[src/rtl/sfl_defines.vh]
// constants for the supply fault detector control logic
`ifndef SFL_DEFINES_VH
`define SFL_DEFINES_VH

// clock rate
`define SFL_CLK_HZ 10000000

// detector count and register map
`define SFL_DET_COUNT  7
`define SFL_BASE_ADDR  8'ha0
`define SFL_LAST_ADDR  8'hd4
`define SFL_OFF_OVTH   3'h0
`define SFL_OFF_OVHYST 3'h1
`define SFL_OFF_UVTH   3'h2
`define SFL_OFF_UVHYST 3'h3
`define SFL_OFF_SEL    3'h4

// detector slots
`define SFL_BIPOLAR_LAST 3'h1
`define SFL_HIGH_SLOT    3'h2

// reset values
`define SFL_OVTH_RST 8'hff
`define SFL_UVTH_RST 8'h00
`define SFL_HYST_RST 5'h00
`define SFL_SEL_RST  8'h00

// field positions
`define SFL_HYST_W    5
`define SFL_POL_BIT   7
`define SFL_GF_HI     6
`define SFL_GF_LO     4
`define SFL_RANGE_HI  3
`define SFL_RANGE_LO  2
`define SFL_TYPE_HI   1
`define SFL_TYPE_LO   0

// fault type codes
`define SFL_TYPE_UV  2'h0
`define SFL_TYPE_OV  2'h1
`define SFL_TYPE_WIN 2'h2

// range codes
`define SFL_RANGE_MID   2'h0
`define SFL_RANGE_LOW   2'h1
`define SFL_RANGE_ULOW  2'h2
`define SFL_RANGE_HIGH  2'h3
`define SFL_RANGE_NEG   2'h3

// glitch filter delays in microseconds
`define SFL_GF0_US 0
`define SFL_GF1_US 5
`define SFL_GF2_US 10
`define SFL_GF3_US 20
`define SFL_GF4_US 40
`define SFL_GF5_US 60
`define SFL_GF6_US 80
`define SFL_GF7_US 100
`define SFL_GF_CW  10
`define SFL_US_CYC(t) (((t) * (`SFL_CLK_HZ / 1000000)))

`endif

[src/rtl/sfl_glitch_filter.v]
// glitch filter for one detector fault output
`timescale 1ns/1ns
`include "sfl_defines.vh"

module sfl_glitch_filter #(
   parameter CW = `SFL_GF_CW
) (
   input  wire          clk,
   input  wire          rstN,
   input  wire          faultIn,
   input  wire [CW-1:0] delayCycles,
   output reg           faultOut
);

   reg [CW-1:0] count;
   reg          prevIn;

   // counter restarts on every input change; output follows after the
   // input has held its new level for the whole delay
   always @(posedge clk or negedge rstN) begin
      if (!rstN) begin
         count    <= {CW{1'b0}};
         prevIn   <= 1'b0;
         faultOut <= 1'b0;
      end else begin
         prevIn <= faultIn;
         if (faultIn != prevIn || faultIn == faultOut) begin
            count <= {CW{1'b0}};
         end else begin
            count <= count + {{(CW-1){1'b0}}, 1'b1};
         end
         // short pulses never reach the end of the count
         if (faultIn == prevIn && faultIn != faultOut &&
             count + {{(CW-1){1'b0}}, 1'b1} >= delayCycles) begin
            faultOut <= faultIn;
         end
      end
   end

endmodule // sfl_glitch_filter

[src/rtl/sfl_detector_top.v]
// seven supply fault detectors: registers, hysteresis, fault select
`timescale 1ns/1ns
`include "sfl_defines.vh"

// Function
// - seven detectors: high, two bipolar, four positive
// - one fault type active per detector
// - undervoltage fault when comparator output high
// - undervoltage threshold is 8-bit code
// - overvoltage fault uses own comparator, code
// - one 8-bit register per threshold
// - threshold voltage set by code over 255
// - selectable ranges per detector kind
// - range bottom is one third of top
// - hysteresis registers separate from thresholds
// - only five hysteresis bits are settable
// - hysteresis applies only once fault asserted
// - hysteresis step equals threshold step
// - bipolar polarity bit at bit 7
// - negative mode allows only -6 to -2 V
// - window fault ORs undervoltage and overvoltage
// - fault type in bits 1 and 0
// - glitch filter last, timeout up to 100 us
// - short pulses suppressed, long pulses passed
// - filtered output lags by programmed timeout
// - glitch delay code in select bits 6-4
// - overvoltage thresholds reset ones, others zero
module sfl_detector_top #(
   parameter NDET = `SFL_DET_COUNT
) (
   input  wire            clk,
   input  wire            nrst,
   // register port
   input  wire [7:0]      regAddr,
   input  wire [7:0]      regWrData,
   input  wire            regWrEn,
   input  wire            regRdEn,
   output reg  [7:0]      regRdData,
   // comparator pins
   input  wire [NDET-1:0] uvCompIn,
   input  wire [NDET-1:0] ovCompIn,
   // analog controls and filtered faults
   output reg  [8*NDET-1:0] uvDacCode,
   output reg  [8*NDET-1:0] ovDacCode,
   output reg  [2*NDET-1:0] rangeSel,
   output reg  [NDET-1:0] negMode,
   output wire [NDET-1:0] faultOut
);

   // reset release pipeline
   reg [1:0] rstPipe;
   wire      rstN;

   // register storage, indexed by detector slot
   reg [7:0] ovTh   [0:NDET-1];
   reg [4:0] ovHyst [0:NDET-1];
   reg [7:0] uvTh   [0:NDET-1];
   reg [4:0] uvHyst [0:NDET-1];
   reg [7:0] selReg [0:NDET-1];

   // comparator synchronisers and settled levels
   reg [NDET-1:0] uvS1;
   reg [NDET-1:0] uvS2;
   reg [NDET-1:0] uvS3;
   reg [NDET-1:0] ovS1;
   reg [NDET-1:0] ovS2;
   reg [NDET-1:0] ovS3;
   reg [NDET-1:0] uvLevel;
   reg [NDET-1:0] ovLevel;

   // unfiltered fault per detector
   reg [NDET-1:0] rawFault;

   // read data for the next edge
   reg [7:0]      next_regRdData;

   wire       addrHit;
   wire [2:0] addrSlot;
   wire [2:0] addrOff;
   wire [7:0] addrDiff;

   // the async reset is released through two flops so every register
   // leaves reset on the same clean edge
   always @(posedge clk or negedge nrst) begin
      if (!nrst) begin
         rstPipe <= 2'b00;
      end else begin
         rstPipe <= {rstPipe[0], 1'b1};
      end
   end
   assign rstN = rstPipe[1];

   // address decode: each detector owns an 8-byte group
   assign addrDiff = regAddr - `SFL_BASE_ADDR;
   assign addrSlot = addrDiff[5:3];
   assign addrOff  = addrDiff[2:0];
   assign addrHit  = (regAddr >= `SFL_BASE_ADDR) &&
                     (regAddr <= `SFL_LAST_ADDR) &&
                     (addrOff <= `SFL_OFF_SEL);

   // true for the two detectors that can watch negative supplies
   function isBipolar;
      input [2:0] slot;
      begin
         isBipolar = (slot <= `SFL_BIPOLAR_LAST);
      end
   endfunction

   // glitch delay code to cycle count at the system clock
   function [`SFL_GF_CW-1:0] gfCycles;
      input [2:0]  code;
      reg   [31:0] cyc;
      begin
         case (code)
            3'h0:    cyc = `SFL_US_CYC(`SFL_GF0_US);
            3'h1:    cyc = `SFL_US_CYC(`SFL_GF1_US);
            3'h2:    cyc = `SFL_US_CYC(`SFL_GF2_US);
            3'h3:    cyc = `SFL_US_CYC(`SFL_GF3_US);
            3'h4:    cyc = `SFL_US_CYC(`SFL_GF4_US);
            3'h5:    cyc = `SFL_US_CYC(`SFL_GF5_US);
            3'h6:    cyc = `SFL_US_CYC(`SFL_GF6_US);
            default: cyc = `SFL_US_CYC(`SFL_GF7_US);
         endcase
         // longest delay fits the filter counter, so the upper bits are zero
         gfCycles = cyc[`SFL_GF_CW-1:0];
      end
   endfunction

   // coerce the range field to one the detector kind supports; the
   // analog divider has no setting for the others
   function [1:0] legalRange;
      input [2:0] slot;
      input       neg;
      input [1:0] code;
      begin
         if (isBipolar(slot) && neg) begin
            legalRange = `SFL_RANGE_NEG;
         end else if (isBipolar(slot)) begin
            if (code == `SFL_RANGE_LOW) begin
               legalRange = `SFL_RANGE_LOW;
            end else begin
               legalRange = `SFL_RANGE_MID;
            end
         end else if (slot == `SFL_HIGH_SLOT) begin
            if (code == `SFL_RANGE_HIGH) begin
               legalRange = `SFL_RANGE_HIGH;
            end else begin
               legalRange = `SFL_RANGE_MID;
            end
         end else begin
            if (code == `SFL_RANGE_HIGH) begin
               legalRange = `SFL_RANGE_MID;
            end else begin
               legalRange = code;
            end
         end
      end
   endfunction

   // threshold plus hysteresis, held at full scale
   function [7:0] addSat;
      input [7:0] th;
      input [4:0] hy;
      reg   [8:0] sum;
      begin
         sum = {1'b0, th} + {4'h0, hy};
         addSat = sum[8] ? 8'hff : sum[7:0];
      end
   endfunction

   // threshold minus hysteresis, held at zero
   function [7:0] subSat;
      input [7:0] th;
      input [4:0] hy;
      begin
         subSat = (th < {3'h0, hy}) ? 8'h00 : th - {3'h0, hy};
      end
   endfunction

   // a synchronised level changes only when the second and third flops
   // agree; otherwise the last accepted level holds
   function [NDET-1:0] settle;
      input [NDET-1:0] s2;
      input [NDET-1:0] s3;
      input [NDET-1:0] held;
      begin
         settle = (s2 & s3) | (held & (s2 | s3));
      end
   endfunction

   // read mux; reserved bits and unmapped addresses read zero
   always @* begin
      next_regRdData = regRdData;
      if (regRdEn) begin
         if (!addrHit) begin
            next_regRdData = 8'h00;
         end else begin
            case (addrOff)
               `SFL_OFF_OVTH:   next_regRdData = ovTh[addrSlot];
               `SFL_OFF_OVHYST: next_regRdData = {3'h0, ovHyst[addrSlot]};
               `SFL_OFF_UVTH:   next_regRdData = uvTh[addrSlot];
               `SFL_OFF_UVHYST: next_regRdData = {3'h0, uvHyst[addrSlot]};
               `SFL_OFF_SEL:    next_regRdData = selReg[addrSlot];
               default:         next_regRdData = 8'h00;
            endcase
         end
      end
   end

   // read data holds until the next read strobe
   always @(posedge clk or negedge rstN) begin
      if (!rstN) begin
         regRdData <= 8'h00;
      end else begin
         regRdData <= next_regRdData;
      end
   end

   // undervoltage comparator capture; three flops so that a metastable
   // first sample never counts as a level change
   always @(posedge clk or negedge rstN) begin
      if (!rstN) begin
         uvS1    <= {NDET{1'b0}};
         uvS2    <= {NDET{1'b0}};
         uvS3    <= {NDET{1'b0}};
         uvLevel <= {NDET{1'b0}};
      end else begin
         uvS1    <= uvCompIn;
         uvS2    <= uvS1;
         uvS3    <= uvS2;
         uvLevel <= settle(uvS2, uvS3, uvLevel);
      end
   end

   // overvoltage comparator capture, same scheme
   always @(posedge clk or negedge rstN) begin
      if (!rstN) begin
         ovS1    <= {NDET{1'b0}};
         ovS2    <= {NDET{1'b0}};
         ovS3    <= {NDET{1'b0}};
         ovLevel <= {NDET{1'b0}};
      end else begin
         ovS1    <= ovCompIn;
         ovS2    <= ovS1;
         ovS3    <= ovS2;
         ovLevel <= settle(ovS2, ovS3, ovLevel);
      end
   end

   // per-detector logic: slots 0 and 1 bipolar, 2 high voltage, 3 to 6 positive
   genvar i;
   generate
      for (i = 0; i < NDET; i = i + 1) begin : gDet
         // slot number, cut to the width of the address decode
         localparam [31:0] SLOT = i;
         wire       hit;
         wire [1:0] ftype;
         wire       polWr;

         assign hit   = regWrEn && addrHit && (addrSlot == SLOT[2:0]);
         assign ftype = selReg[i][`SFL_TYPE_HI:`SFL_TYPE_LO];
         // polarity exists only on the bipolar detectors
         assign polWr = isBipolar(SLOT[2:0]) ? regWrData[`SFL_POL_BIT] : 1'b0;

         // host writes; one register per threshold and per hysteresis
         always @(posedge clk or negedge rstN) begin
            if (!rstN) begin
               ovTh[i]   <= `SFL_OVTH_RST;
               ovHyst[i] <= `SFL_HYST_RST;
               uvTh[i]   <= `SFL_UVTH_RST;
               uvHyst[i] <= `SFL_HYST_RST;
               selReg[i] <= `SFL_SEL_RST;
            end else if (hit) begin
               case (addrOff)
                  `SFL_OFF_OVTH:   ovTh[i]   <= regWrData;
                  `SFL_OFF_OVHYST: ovHyst[i] <= regWrData[`SFL_HYST_W-1:0];
                  `SFL_OFF_UVTH:   uvTh[i]   <= regWrData;
                  `SFL_OFF_UVHYST: uvHyst[i] <= regWrData[`SFL_HYST_W-1:0];
                  `SFL_OFF_SEL:    selReg[i] <= {polWr, regWrData[6:0]};
                  default:         selReg[i] <= selReg[i];
               endcase
            end
         end

         // dac codes shift by the hysteresis only while the fault is up,
         // so the comparator must cross back past the widened level
         always @(posedge clk or negedge rstN) begin
            if (!rstN) begin
               uvDacCode[8*i+7:8*i] <= `SFL_UVTH_RST;
               ovDacCode[8*i+7:8*i] <= `SFL_OVTH_RST;
            end else begin
               uvDacCode[8*i+7:8*i] <= uvLevel[i] ?
                  addSat(uvTh[i], uvHyst[i]) : uvTh[i];
               ovDacCode[8*i+7:8*i] <= ovLevel[i] ?
                  subSat(ovTh[i], ovHyst[i]) : ovTh[i];
            end
         end

         // range and polarity steer the analog divider
         always @(posedge clk or negedge rstN) begin
            if (!rstN) begin
               rangeSel[2*i+1:2*i] <= `SFL_RANGE_MID;
               negMode[i]          <= 1'b0;
            end else begin
               rangeSel[2*i+1:2*i] <= legalRange(SLOT[2:0],
                  selReg[i][`SFL_POL_BIT],
                  selReg[i][`SFL_RANGE_HI:`SFL_RANGE_LO]);
               negMode[i]          <= selReg[i][`SFL_POL_BIT];
            end
         end

         // one fault type at a time; the spare code acts as window
         always @(posedge clk or negedge rstN) begin
            if (!rstN) begin
               rawFault[i] <= 1'b0;
            end else begin
               case (ftype)
                  `SFL_TYPE_UV: rawFault[i] <= uvLevel[i];
                  `SFL_TYPE_OV: rawFault[i] <= ovLevel[i];
                  default:      rawFault[i] <= uvLevel[i] | ovLevel[i];
               endcase
            end
         end

         // final stage: timeout taken from the select register
         sfl_glitch_filter #(
            .CW (`SFL_GF_CW)
         ) uFilter (
            .clk         (clk),
            .rstN        (rstN),
            .faultIn     (rawFault[i]),
            .delayCycles (gfCycles(selReg[i][`SFL_GF_HI:`SFL_GF_LO])),
            .faultOut    (faultOut[i])
         );
      end
   endgenerate

endmodule // sfl_detector_top

[config.mk]
export PLATFORM = sky130hd
export DESIGN_NAME = sfl_detector_top
export DESIGN_NICKNAME = d
export VERILOG_FILES = /design/src/rtl/sfl_glitch_filter.v /design/src/rtl/sfl_detector_top.v
export VERILOG_INCLUDE_DIRS = /design/src /design/src/rtl
export SDC_FILE = /design/constraint.sdc
export NUM_CORES = 1
export LEC_CHECK = 0
export BUFFER_PORTS_ARGS = -buffer_cell sky130_fd_sc_hd__buf_2
export CAP_MARGIN = 5
export CORE_MARGIN = 1
export CORE_UTILIZATION = 51
export CTS_CLUSTER_SIZE = 20
export DETAILED_ROUTE_END_ITERATION = 12
export PLACE_DENSITY = 0.81
export SETUP_SLACK_MARGIN = 0.4
export SLEW_MARGIN = 30
export SYNTH_ARGS = -nofsm -noshare
export SYNTH_HDL_FRONTEND = slang
export SYNTH_SLANG_ARGS = --single-unit
[constraint.sdc]
create_clock -name clk -period 14.2 [get_ports clk]
set_input_delay 2.84 -clock clk [delete_from_list [all_inputs] [get_ports clk]]
set_output_delay 2.84 -clock clk [all_outputs]
set_load 0.02 [all_outputs]
Word level (Yosys, flattened, before mapping):

Index checks and enable logic that the tools add are counted.

* flip-flop bits (word level): 518
* output and inout bits: 148

* equality and inequality tests: 94
* reduce and logical (&&, ||, !) cells: 82
* $add $sub $neg: 22
* bitwise operators: 16
* muxes and demuxes: 75
* order comparisons: 18

Operator list (count)
* 10-bit one-hot mux with 7 select lines: 7
* 8-bit 2-to-1 mux: 35
* 3-bit == test (second input constant): 25
* 8-bit binary-select mux with 3-bit select: 3
* 10-bit by 1-bit adder with 10-bit output (second input constant): 7
* 10-bit greater-or-equal comparator: 7
* 10-bit 2-to-1 mux: 7
* 2-bit AND reduction: 35
* 8-bit by 5-bit adder with 9-bit output: 7
* 8-bit by 5-bit less-than comparator with 1-bit output: 7
* 8-bit by 5-bit subtractor with 8-bit output: 7
* 3-bit by 2-bit == test with 1-bit output (second input constant): 18
* 8-bit one-hot mux with 5 select lines: 1
* 5-bit binary-select mux with 3-bit select: 2
* 7-bit AND: 4
* 7-bit OR: 4
* 3-bit by 1-bit == test with 1-bit output (second input constant): 9
* 3-bit zero test: 9
* 1-bit logical AND: 24
* 5-bit 2-to-1 mux: 4
* 2-bit by 1-bit == test with 1-bit output (second input constant): 9
* 1-bit == test: 14
* 2-bit zero test: 7
* 2-bit 2-to-1 mux: 7
* 12 further kinds: 48

Logic depth before layout (Yosys ltp):

Gate-level depths: netlist (run 1).

* depth in word-level cells: 7
* gate-level depth with buffers: 12

Modules after synthesis:

A second synthesis (run 1) with hierarchy kept.

* cell total of the unflattened synthesis: 2451
* area total of the unflattened synthesis: 27221.1 µm²

Modules (own cells, without submodules)
* sfl_detector_top: seq. area each 10925.5 µm², instances 1, area an instance 21598.2 µm², cells an instance 1835
* sfl_glitch_filter: seq. area each 300.3 µm², instances 7, area an instance 803.3 µm², cells an instance 88

Least setup slack after synthesis (run 1):

No wires, ideal clock.

* path type: in2reg
* start point: input regAddr[3]
* end point: register regRdData[4]
* data required time: 14.048 ns
* data arrival time: 4.222 ns
* buffers on the path: 3
* stages: 9
* path slack: 9.826 ns
* path through: buf_6 -> buf_6 -> buf_2 -> mux2i_1 -> nor2_1 -> a21oi_1 -> o21ai_0 -> a2111oi_1 -> o22ai_1

* longest elaborated chain between the ends: 7
* elaborated cells between the ends (all ways): 23
* classes of those cells: add/sub (1); order compare (2); mux (17); bitwise (1); reduce/logical (2)

RTL lines
* start, declared: line sfl_detector_top.v:34 `input wire [7:0] regAddr,`
* 6-bit subtractor (no source line)
* 3-bit NOT with 4-bit output (not written as such)
* 8-bit binary-select mux with 3-bit select (tied with other cells): line sfl_detector_top.v:203 `` `SFL_OFF_SEL: next_regRdData = selReg[addrSlot]; ``
* 8-bit 2-to-1 mux (not written as such) (tied with other cells) (2 in a row): line sfl_detector_top.v:203
* 8-bit one-hot mux with 5 select lines: line sfl_detector_top.v:198 `case (addrOff)`
* 8-bit 2-to-1 mux (*): line sfl_detector_top.v:195 `if (!addrHit) begin`
* end signal, assigned: line sfl_detector_top.v:215 `regRdData <= next_regRdData;`
* end, declared: line sfl_detector_top.v:38 `output reg [7:0] regRdData,`

Mark *: on every way between the ends. The rest lies on a longest branch, timed or not. The select of a mux whose other input is x is not followed.
A chain may end at the register's enable or synchronous reset.

Worst setup path in the final report (run 1):

* start point: input regAddr[4]
* end point: register regRdData[2]

Same word-level chain as after synthesis.

==> run_results.csv, run 1 <==
group,metric,value,unit
pwr,leakagePower,14.11,nW
critical_path,path_cells,"buf_2 -> buf_4 -> inv_1 -> mux4_2 -> a211oi_1 -> a31oi_1 -> and2_0 -> a22oi_1",
sta,finalHoldViolations,0,
logic_synthesis,netlist_top_cells_area,"dfrtp_1 37%, dfstp_2 11%, mux2_2 11%, ha_1 6.5%, mux4_2 2.5%",
sta,finalCritPeriodShare,0.3508,
logic_synthesis,synth_area_per_cell,11.48,um2
logic_synthesis,post-synth-top-count-cell,"dfrtp_1",
critical_path,start_kind,"primary input",
logic_synthesis,synth_compound_area_frac,0.09695,
die,start_util,0.5203,
sta,period_needed,4.981,ns
routing,routed_wl,68880,um
logic_synthesis,synth_simple_gate_area_frac,0.1095,
run,cap_violations,0,
pwr,ir_worst_vdd,0.08783,mV
die,ios,182,
clock_tree,holdBufCountCts,0,
placed_design,hpwl,49380,um
critical_path,path_class,"primary input to flip-flop",
logic_synthesis,synth_top_area_share,0.3748,
pwr,swShare,0.2643,
placed_design,dp_slack,8.640,ns
clock_tree,postCtsSetupRepairBufs,0,
pwr,pwr-share-clk,0.431,
global_route,antenna_found_initial,3,
die,dieArea,53680,um2
sta,holdWs,0.2758,ns
critical_path,r2r_start,"rstPipe[1]$_DFF_PN0_",
sta,slew_headroom,0.2804,
logic_synthesis,syn_inst,2344,
sta,timing.fmax,200.8,MHz
sta,tightestPinTransition,1.078,ns
sta,tns,0,ns
sta,setup_viol,0,
die,coreArea,51720,um2
clock_tree,cts.sinks,515,
logic_synthesis,synth_top_family_by_area,"multiplexers",
clock_tree,cts-root-buf,"clkbuf_16",
critical_path,r2r_slack,11.48,ns
routing,postRouteAntennaNets,0,
routing,wl_per_cell,21.44,um
logic_synthesis,synth-seq-cells,515,
pwr,combPwrFrac,0.120,
die,row_count,83,
critical_path,worstPathMaxFanout,55,
logic_synthesis,muxShareOfSynthArea,0.1546,
placed_design,gp_congestion,0.9836,
critical_path,arrival,5.51,ns
global_route,grt_pass1_vias,19330,
global_route,grt.total_usage,0.2605,
logic_synthesis,async_flop_share,1.000,
critical_path,cp_slowest_cell,"inv_1",
die,die_y,231.7,um
logic_synthesis,netlist_area,26910,um2
clock_tree,numCtsBuffers,54,
sta,finalMaxSlewViolations,0,
logic_synthesis,synth_ff_type,"dfrtp_1",
clock_tree,htreeDepth,2,
pwr,pwr-share-seq,0.449,
clock_tree,clock_path_buffers,3,
run_status,status,"finished clean",
clock_tree,cts_tree,"yes",
sta,skew,0.02523,ns
routing,drtIter0Drc,1489,
critical_path,startpoint,"regAddr[4]",
critical_path,critPathRequiredTime,14.73,ns
pwr,power.switching,0.9755,mW
logic_synthesis,synth_top_area_cell,"dfrtp_1",
global_route,grt_max_degree,87,
logic_synthesis,synth_warnings,0,
routing,firstDrtPassIters,5,
global_route,grt_pass1_wl,108600,um
logic_synthesis,synth_edf_count,0,
clock_tree,cts_resized,0,
clock_tree,worst_skew_pair.late_latency,0.62,ns
routing,viasPerCell,5.964,
routing,num_vias,19160,
min_path,min_path_type,"flip-flop to async pin",
logic_synthesis,synth_fa_ha_area_frac,0.08072,
finish,num-nets-final,2676,
global_route,overflow,0,
routing,drc,0,
clock_tree,clk_pin_slew,0.07,ns
logic_synthesis,synth_commonest_cells,"403 x dfrtp_1, 260 x mux2_2, 162 x inv_1",
finish,area_growth_syn_to_layout,12.55,%
critical_path,endpoint_kind,"flip-flop",
finish,layout-drive-gt1-share,0.2970,
sta,grt_setup_unrepaired,"false",
logic_synthesis,synth_xor_area_frac,0.03092,
critical_path,critPathTopFamily,"buffers and inverters",
pwr,power_density,121.9,nW/um2
logic_synthesis,synth.distinct_cells,72,
pwr,p_int,2.716,mW
sta,layout_setup_ws,9.219,ns
critical_path,max_stage_delay,0.69,ns
logic_synthesis,ys_seq_area_frac,0.4841,
placed_design,io_buffer_count,176,
die,dieWidth,231.7,um
critical_path,crit_buf_inv,3,
[layer usage]
layer,part of all wire,global-route usage,vias up
met4,0.030,0.09231,4
met3,0.084,0.05329,143
li1,-,-,8575
met5,0.00042,0,-
met2,0.47,0.4169,769
met1,0.41,0.3515,9672
[registers in the layout, indices dropped and copies added (netlist names), 35 cells and up]
register	flops
gDet.uFilter.count	70
ovDacCode	56
ovHyst	35
ovTh	56
selReg	37
uvDacCode	56
uvHyst	35
uvTh	56
[area by class of cell]
| cell class | instances | area [um2] |
|---|---|---|
| fillers | 4098 | 21430 |
| flip-flops and latches | 515 | 13030 |
| multi-input cells | 1565 | 12740 |
| clock buffers | 73 | 1587 |
| repair buffers | 188 | 1013 |
| well taps | 680 | 850.8 |
| inverters | 164 | 615.6 |
| clock inverters | 27 | 444.2 |
| diodes | 1 | 2.502 |
[layout by cell type, fill, tap and decap left out, drive strengths merged, types with 14 or more instances in the layout]
master    n
a21o     54
a21oi    75
a221oi   23
a31oi    18
and3     20
buf     188
clkbuf   73
dfrtp   403
dfstp   112
fa       14
ha      140
inv     167
maj3     14
mux2    274
mux2i    32
mux4     33
nand2    81
nand2b   33
nand3    60
nand4    25
nor2    186
nor2b    65
nor3     33
o21ai    98
o21bai   14
o22ai    24
or3      14
xnor2    65
xor2     30
[path summary, 6_finish.rpt]
path,to,depth (start not counted)
min in group clk,ovS2[3]$_DFF_PN0_,0
worst max-delay path,regRdData[2]$_DFFE_PN0P_,8
max in group asynchronous,uvDacCode[35]$_DFF_PN0_,4
worst min-delay path,uvS2[2]$_DFF_PN0_,0
worst max register to register,uvDacCode[35]$_DFF_PN0_,4
worst min register to register,uvS2[2]$_DFF_PN0_,0
[cells by family (layout without fill, tap and decap cells)]
| kind of cell | Yosys count | count (layout) |
|---|---|---|
| AOI/OAI and AO/OA | 399 | 399 |
| xor gates and xnor gates | 95 | 95 |
| adders and majority gates | 168 | 168 |
| buffers and inverters | 268 | 452 |
| DFF | 515 | 515 |
| muxes | 339 | 339 |
| other | 2 | 7 |
| and+or+nand+nor | 558 | 558 |
[through the flow]
stage / cell area, um2 / util / power, mW / instances
after detailed placement: 28200 / 0.5454 / 2.118 / 3110
after CTS: 30240 / 0.5846 / 3.716 / 3210
final: 30290 / 0.5856 / 3.691 / 3213
after global routing: 30280 / 0.5855 / 3.832 / 3212
after floorplan: 26920 / - / 1.979 / 2348
after global placement: 28200 / 0.5452 / 2.097 / 3110
[power groups by stage]
stage / Clock (mW) / Sequential (mW) / Combinational, mW
floorplan: 0 / 1.70 / 0.282
global placement: 0 / 1.68 / 0.419
detailed placement: 0 / 1.68 / 0.435
CTS: 1.62 / 1.66 / 0.439
global route: 1.68 / 1.67 / 0.486
finish: 1.59 / 1.66 / 0.442
No activity file was read; power rests on OpenSTA's default activity.
==> inputs of run 2 (changes only) <==
--- a/config.mk
+++ b/config.mk
@@ -12,7 +12,7 @@
 export CORE_UTILIZATION = 51
 export CTS_CLUSTER_SIZE = 20
 export DETAILED_ROUTE_END_ITERATION = 12
-export PLACE_DENSITY = 0.81
+export PLACE_DENSITY = 0.78
 export SETUP_SLACK_MARGIN = 0.4
 export SLEW_MARGIN = 30
 export SYNTH_ARGS = -nofsm -noshare
==> constraint.sdc (replaced) <==
create_clock -name clk -period 4.8 [get_ports clk]
set_input_delay 0.96 -clock clk [delete_from_list [all_inputs] [get_ports clk]]
set_output_delay 0.96 -clock clk [all_outputs]
set_load 0.02 [all_outputs]
==> run_results.csv, run 2 (synthesis gave the netlist of run 1 again) <==
group,metric,value,unit
run,cap_violations,0,
routing,viasPerCell,5.928,
global_route,grt_pass1_vias,19260,
pwr,combPwrFrac,0.124,
finish,final_cells,3214,
critical_path,arrival,3.48,ns
clock_tree,clock_path_buffers,3,
sta,setup_viol,0,
clock_tree,cts.sinks,515,
die,start_util,0.5203,
finish,layout-drive-gt1-share,0.2962,
clock_tree,worst_skew_pair.late_latency,0.62,ns
die,coreArea,51720,um2
placed_design,hpwl,49450,um
clock_tree,cts_tree,"yes",
finish,final_common_cell,"dfrtp_1",
sta,period_needed,2.993,ns
sta,grt_setup_unrepaired,"false",
sta,finalHoldViolations,0,
pwr,p_int,7.704,mW
placed_design,placed_area,28210,um2
pwr,pwr-share-clk,0.412,
finish,area_growth_syn_to_layout,11.90,%
critical_path,worstPathMaxFanout,47,
routing,firstDrtPassIters,6,
sta,slew_headroom,0.3507,
critical_path,path_class,"primary input to flip-flop",
clock_tree,cts_resized,0,
pwr,swShare,0.2715,
critical_path,critPathRequiredTime,5.28,ns
clock_tree,holdBufCountCts,0,
global_route,overflow,0,
sta,timing.fmax,334.1,MHz
routing,wl_per_cell,21.51,um
die,dieArea,53680,um2
routing,drtIter0Drc,1511,
die,die_y,231.7,um
critical_path,start_kind,"primary input",
die,ios,182,
min_path,min_path_type,"primary input to async pin",
clock_tree,htreeDepth,2,
clock_tree,cts-root-buf,"clkbuf_16",
finish,num-nets-final,2674,
pwr,leakagePower,14.02,nW
routing,drc,0,
finish,largest_register_ffs,70,
critical_path,reg2reg_depth,9,
pwr,ir_worst_vdd,0.3457,mV
clock_tree,postCtsSetupRepairBufs,0,
clock_tree,clk_pin_slew,0.06,ns
critical_path,endpoint_kind,"flip-flop",
placed_design,gp_congestion,0.9272,
die,row_count,83,
finish,fin_util,0.5822,
pwr,power.switching,2.871,mW
pwr,power_density,351.2,nW/um2
global_route,grt_max_degree,182,
finish,fin_area,30110,um2
global_route,grt.total_usage,0.2613,
sta,tightestPinTransition,0.9740,ns
routing,postRouteAntennaNets,0,
sta,finalCritPeriodShare,0.6236,
clock_tree,numCtsBuffers,54,
placed_design,io_buffer_count,176,
run_status,status,"finished clean",
global_route,grt_pass1_wl,108800,um
placed_design,dp_cells,3109,
finish,largest_register,"gDet.uFilter.count",
die,dieWidth,231.7,um
sta,layout_setup_ws,1.807,ns
routing,routed_wl,69140,um
routing,num_vias,19050,
global_route,antenna_found_initial,3,
placed_design,dp_slack,1.189,ns
finish,final_cell_mix,"402 x dfrtp_1, 260 x mux2_2, 175 x buf_2",
sta,skew,0.02032,ns
pwr,pwr-share-seq,0.464,
sta,finalMaxSlewViolations,0,
[run 2: metrics by stage]
stage	hold WS (ns)	TNS (ns)	power [mW]
2_1_floorplan	0.3312	-61.93	5.854
3_3_place_gp	0.2805	0	6.208
3_5_place_dp	0.2825	0	6.274
4_1_cts	0.08879	0	10.65
5_1_grt	0.1112	0	10.98
6_report	0.1256	0	10.58
[run 2: area by class of cell]
| class | count | area [um2] |
|---|---|---|
| fill | 4175 | 21610 |
| clock buffer | 71 | 1549 |
| tap | 680 | 850.8 |
| timing repair buffer | 186 | 1007 |
| antenna | 5 | 12.51 |
| inverter | 164 | 615.6 |
| sequential | 515 | 13030 |
| multi-input combinational | 1565 | 12740 |
| clock inverter | 28 | 304.0 |
[run 2: path summary, 6_finish.rpt]
check | from | to | slack [ns]
setup / recovery | regAddr[5] | uvTh[54]$_DFFE_PN0P_ | 1.81
hold / removal | nrst | rstPipe[1]$_DFF_PN0_ | 0.13
setup reg to reg | selReg[5]$_DFFE_PN0P_ | gDet[6].uFilter.faultOut$_DFFE_PN0P_ | 2.07
hold reg to reg | rstPipe[1]$_DFF_PN0_ | uvS1[2]$_DFF_PN0_ | 0.28
max in group asynchronous | rstPipe[1]$_DFF_PN0_ | uvTh[19]$_DFFE_PN0P_ | 3.18
min in group clk | uvS1[1]$_DFF_PN0_ | uvS2[1]$_DFF_PN0_ | 0.34
[run 2: metal layers]
layer / wire, um / part of all wire / track usage
met2: 32240 / 0.47 / 0.4144
met5: 13 / 0.00019 / 0
met4: 2457 / 0.036 / 0.1018
met1: 29480 / 0.43 / 0.3590
met3: 4938 / 0.071 / 0.04285
[run 2: worst max-delay path, cell delays in order]
cell and delay, ns:
buf_2 0.62, inv_2 0.36, nor2_2 0.48, nand3_4 0.23
nor2_2 0.40, mux2_2 0.39
[run 2: power by group through the flow]
stage	clock (mW)	sequential (mW)	combinational, mW
CTS	4.43	4.90	1.31
global placement	0	4.96	1.25
detailed placement	0	4.97	1.30
global route	4.60	4.94	1.44
floorplan	0	5.02	0.833
finish	4.36	4.91	1.31
==> inputs of run 3 (changes only) <==
--- a/config.mk
+++ b/config.mk
@@ -6,6 +6,7 @@
 export SDC_FILE = /design/constraint.sdc
 export NUM_CORES = 1
 export LEC_CHECK = 0
+export ABC_AREA = 1
 export BUFFER_PORTS_ARGS = -buffer_cell sky130_fd_sc_hd__buf_2
 export CAP_MARGIN = 5
 export CORE_MARGIN = 1
==> constraint.sdc (replaced) <==
create_clock -name clk -period 3.05 [get_ports clk]
set_input_delay 0.61 -clock clk [delete_from_list [all_inputs] [get_ports clk]]
set_output_delay 0.61 -clock clk [all_outputs]
set_load 0.02 [all_outputs]
==> run_results.csv, run 3 <==
group,metric,value,unit
logic_synthesis,synth_top_area_cell,"dfrtp_1",
placed_design,hpwl,56180,um
logic_synthesis,muxShareOfSynthArea,0,
logic_synthesis,synth_area_per_cell,7.950,um2
critical_path,path_cells,"ha_1 -> nand2_1 -> nor2_1 -> nand2_1 -> nor3_2 -> nand2_1 -> xor2_2 -> inv_1 -> ha_1 -> nand2_1 -> nor2_1 -> nand3b_1 -> nand4_1 -> nand2_1 -> nand2_1 -> o21ai_0",
clock_tree,clk_pin_slew,0.06,ns
finish,final_cell_mix,"848 x nand2_1, 400 x dfrtp_1, 398 x nand3_1",
critical_path,reg2reg_depth,16,
sta,holdWs,0.08089,ns
logic_synthesis,syn_inst,3584,
finish,layout-drive-gt1-share,0.1332,
logic_synthesis,synth-seq-cells,515,
global_route,grt_pass1_vias,23860,
logic_synthesis,synth_top_family_by_area,"simple AND/OR/NAND/NOR gates",
critical_path,path_class,"flip-flop to flip-flop",
logic_synthesis,synth_fa_ha_area_frac,0.07623,
global_route,overflow,0,
critical_path,worstPathMaxFanout,4,
sta,layout_setup_ws,0.5538,ns
run,cap_violations,0,
global_route,grt_pass1_wl,128200,um
finish,n_fill_cell,4846,
clock_tree,cts.sinks,515,
clock_tree,clock_path_buffers,3,
logic_synthesis,synth_edf_count,0,
logic_synthesis,synth_xor_area_frac,0.01260,
global_route,antenna_found_initial,9,
logic_synthesis,ys_seq_area_frac,0.4572,
logic_synthesis,synth_simple_gate_area_frac,0.2622,
pwr,power_density,545.7,nW/um2
critical_path,startpoint,"gDet[6].uFilter.count[0]$_DFF_PN0_",
routing,viasPerCell,5.686,
critical_path,max_stage_delay,0.39,ns
placed_design,gp_congestion,0.9271,
logic_synthesis,synth_commonest_cells,"848 x nand2_1, 403 x dfrtp_1, 399 x nand3_1",
logic_synthesis,synth_top_area_share,0.3539,
logic_synthesis,synth_ff_type,"dfrtp_1",
logic_synthesis,synth_warnings,0,
finish,fin_area,31890,um2
sta,timing.fmax,400.6,MHz
sta,slew_headroom,0.2818,
logic_synthesis,synth.distinct_cells,49,
finish,largest_register,"gDet.uFilter.count",
sta,period_needed,2.496,ns
pwr,ir_worst_vdd,0.4457,mV
min_path,min_path_type,"primary input to flip-flop",
finish,final_common_cell,"nand2_1",
routing,postRouteAntennaNets,0,
sta,setup_viol,0,
critical_path,arrival,3.01,ns
routing,wl_per_cell,18.11,um
sta,finalCritPeriodShare,0.8184,
min_path,holdPathStages,1,
logic_synthesis,netlist_area,28490,um2
die,dieArea,56820,um2
critical_path,endpoint_kind,"flip-flop",
placed_design,dp_slack,0.4246,ns
die,dieWidth,238.4,um
clock_tree,worst_skew_pair.late_latency,0.64,ns
pwr,swShare,0.2917,
die,die_y,238.4,um
pwr,leakagePower,16.37,nW
critical_path,cp_slowest_cell,"dfrtp_1",
routing,drc,0,
global_route,grt.total_usage,0.2854,
routing,firstDrtPassIters,6,
die,start_util,0.5162,
global_route,grt_max_degree,95,
sta,finalMaxSlewViolations,0,
pwr,total_power,17.40,mW
critical_path,timing.rr.end,"gDet[6].uFilter.faultOut$_DFFE_PN0P_",
die,row_count,86,
pwr,combPwrFrac,0.148,
critical_path,r2r_slack,0.55,ns
clock_tree,cts-root-buf,"clkbuf_16",
placed_design,placed_area,29900,um2
sta,tightestPinTransition,1.077,ns
finish,area_growth_syn_to_layout,11.92,%
die,ios,182,
sta,tns,0,ns
finish,num-nets-final,3872,
critical_path,endpoint,"gDet[6].uFilter.faultOut$_DFFE_PN0P_",
routing,routed_wl,81110,um
clock_tree,numCtsBuffers,55,
sta,finalHoldViolations,0,
logic_synthesis,synth_compound_area_frac,0.1151,
logic_synthesis,post-synth-top-count-cell,"nand2_1",
run_status,status,"finished clean",
routing,drtIter0Drc,2801,
critical_path,critPathMostFrequentCell,"nand2_1",
clock_tree,htreeDepth,2,
critical_path,start_kind,"flip-flop",
logic_synthesis,async_flop_share,1.000,
routing,num_vias,25470,
pwr,power.switching,5.076,mW
critical_path,r2r_start,"gDet[6].uFilter.count[0]$_DFF_PN0_",
finish,largest_register_ffs,70,
pwr,pwr-share-seq,0.445,
die,coreArea,55200,um2
placed_design,io_buffer_count,176,
pwr,pwr-share-clk,0.407,
pwr,p_int,12.33,mW
logic_synthesis,netlist_top_cells_area,"dfrtp_1 35%, nand2_1 11%, dfstp_2 10%, nand3_1 7.0%, o21ai_0 6.5%",
critical_path,critPathRequiredTime,3.56,ns
clock_tree,cts_tree,"yes",
sta,skew,0.03508,ns
sta,grt_setup_unrepaired,"true",
## run 3: changes by cell type in the layout (fill, tap and decap cells not counted), moves of 34 or more
cell | before | now
nor2_1 | 150 | 312
a21oi_1 | 75 | 142
o21ai_0 | 96 | 371
buf_4 | 7 | 41
inv_1 | 161 | 312
xnor2_1 | 65 | 9
mux2_2 | 260 | 0
nand3_1 | 56 | 398
a21o_1 | 54 | 1
nand4_1 | 24 | 79
nor2b_1 | 65 | 0
nand2_1 | 79 | 848
## run 3: routing by layer
metal | GRT usage | vias up | wire length, um
li1 | - | 12020 | -
met1 | 0.3786 | 11990 | 32560
met4 | 0.1150 | 12 | 3240
met2 | 0.4443 | 1239 | 36530
met3 | 0.07566 | 216 | 8706
met5 | 0 | - | 71
## run 3: worst min path at each step
| stage | start | end | slack (ns) |
|---|---|---|---|
| floorplan | nrst | rstPipe[0]$_DFF_PN0_ | 0.31 |
| global placement | ovS1[6]$_DFF_PN0_ | ovS2[6]$_DFF_PN0_ | 0.33 |
| detailed placement | ovS1[3]$_DFF_PN0_ | ovS2[3]$_DFF_PN0_ | 0.33 |
| CTS | uvCompIn[4] | uvS1[4]$_DFF_PN0_ | 0.06 |
| global route | uvCompIn[6] | uvS1[6]$_DFF_PN0_ | 0.06 |
| finish | uvCompIn[3] | uvS1[3]$_DFF_PN0_ | 0.08 |
## run 3: area by class of cell
type,instances,area (um2),area share
Inverter,335,1265,0.03967
Sequential cell,515,13030,0.4087
Tap cell,748,935.9,0.02935
Clock buffer,76,1556,0.04881
Antenna cell,2,5.005,0.0001569
Clock inverter,27,354.1,0.01110
Timing Repair Buffer,227,1401,0.04394
Multi-Input combinational cell,2550,13340,0.4183
## run 3: critical path: cells and delay by family (launching register included)
kind | cells | cell delay (ns)
buf+inv | 1 | 0.06
compound gates | 1 | 0.07
flops | 1 | 0.39
xor+xnor | 1 | 0.16
fa+ha+maj | 2 | 0.47
simple gates | 11 | 1.20
## run 3: power by group through the flow
| stage | combinational [mW] | sequential, mW | clock, mW |
|---|---|---|---|
| 6_report | 2.57 | 7.74 | 7.09 |
| 5_1_grt | 2.89 | 7.79 | 7.44 |
| 2_1_floorplan | 1.62 | 7.96 | 0 |
| 3_3_place_gp | 2.48 | 7.84 | 0 |
| 3_5_place_dp | 2.53 | 7.85 | 0 |
| 4_1_cts | 2.55 | 7.73 | 7.19 |
## run 3: logic make-up (layout without fill, tap and decap cells)
| kind of cell | Yosys count | after routing |
|---|---|---|
| XOR/XNOR | 41 | 41 |
| buffers and inverters | 523 | 665 |
| AO/OA/AOI/OAI | 618 | 618 |
| adder cells (fa/ha/maj) | 168 | 168 |
| flip-flops | 515 | 515 |
| other | 2 | 8 |
| AND/OR/NAND/NOR | 1717 | 1717 |
## run 3: what timing repair did
| item | 4_1_cts | 5_1_grt |
|---|---|---|
| hold buffers | 1 | 0 |
| resized for setup | 0 | 9 |
| hold endpoints to repair | 2 | 0 |
| setup endpoints to repair | 0 | 5 |
| setup buffers | 0 | 1 |
## run 3: per-stage QoR
stage                     cells  utilization
after floorplan            3588            -
after global placement     4372       0.5416
after detailed placement   4372       0.5416
after CTS                  4476       0.5764
after global routing       4479       0.5777
final                      4480       0.5777
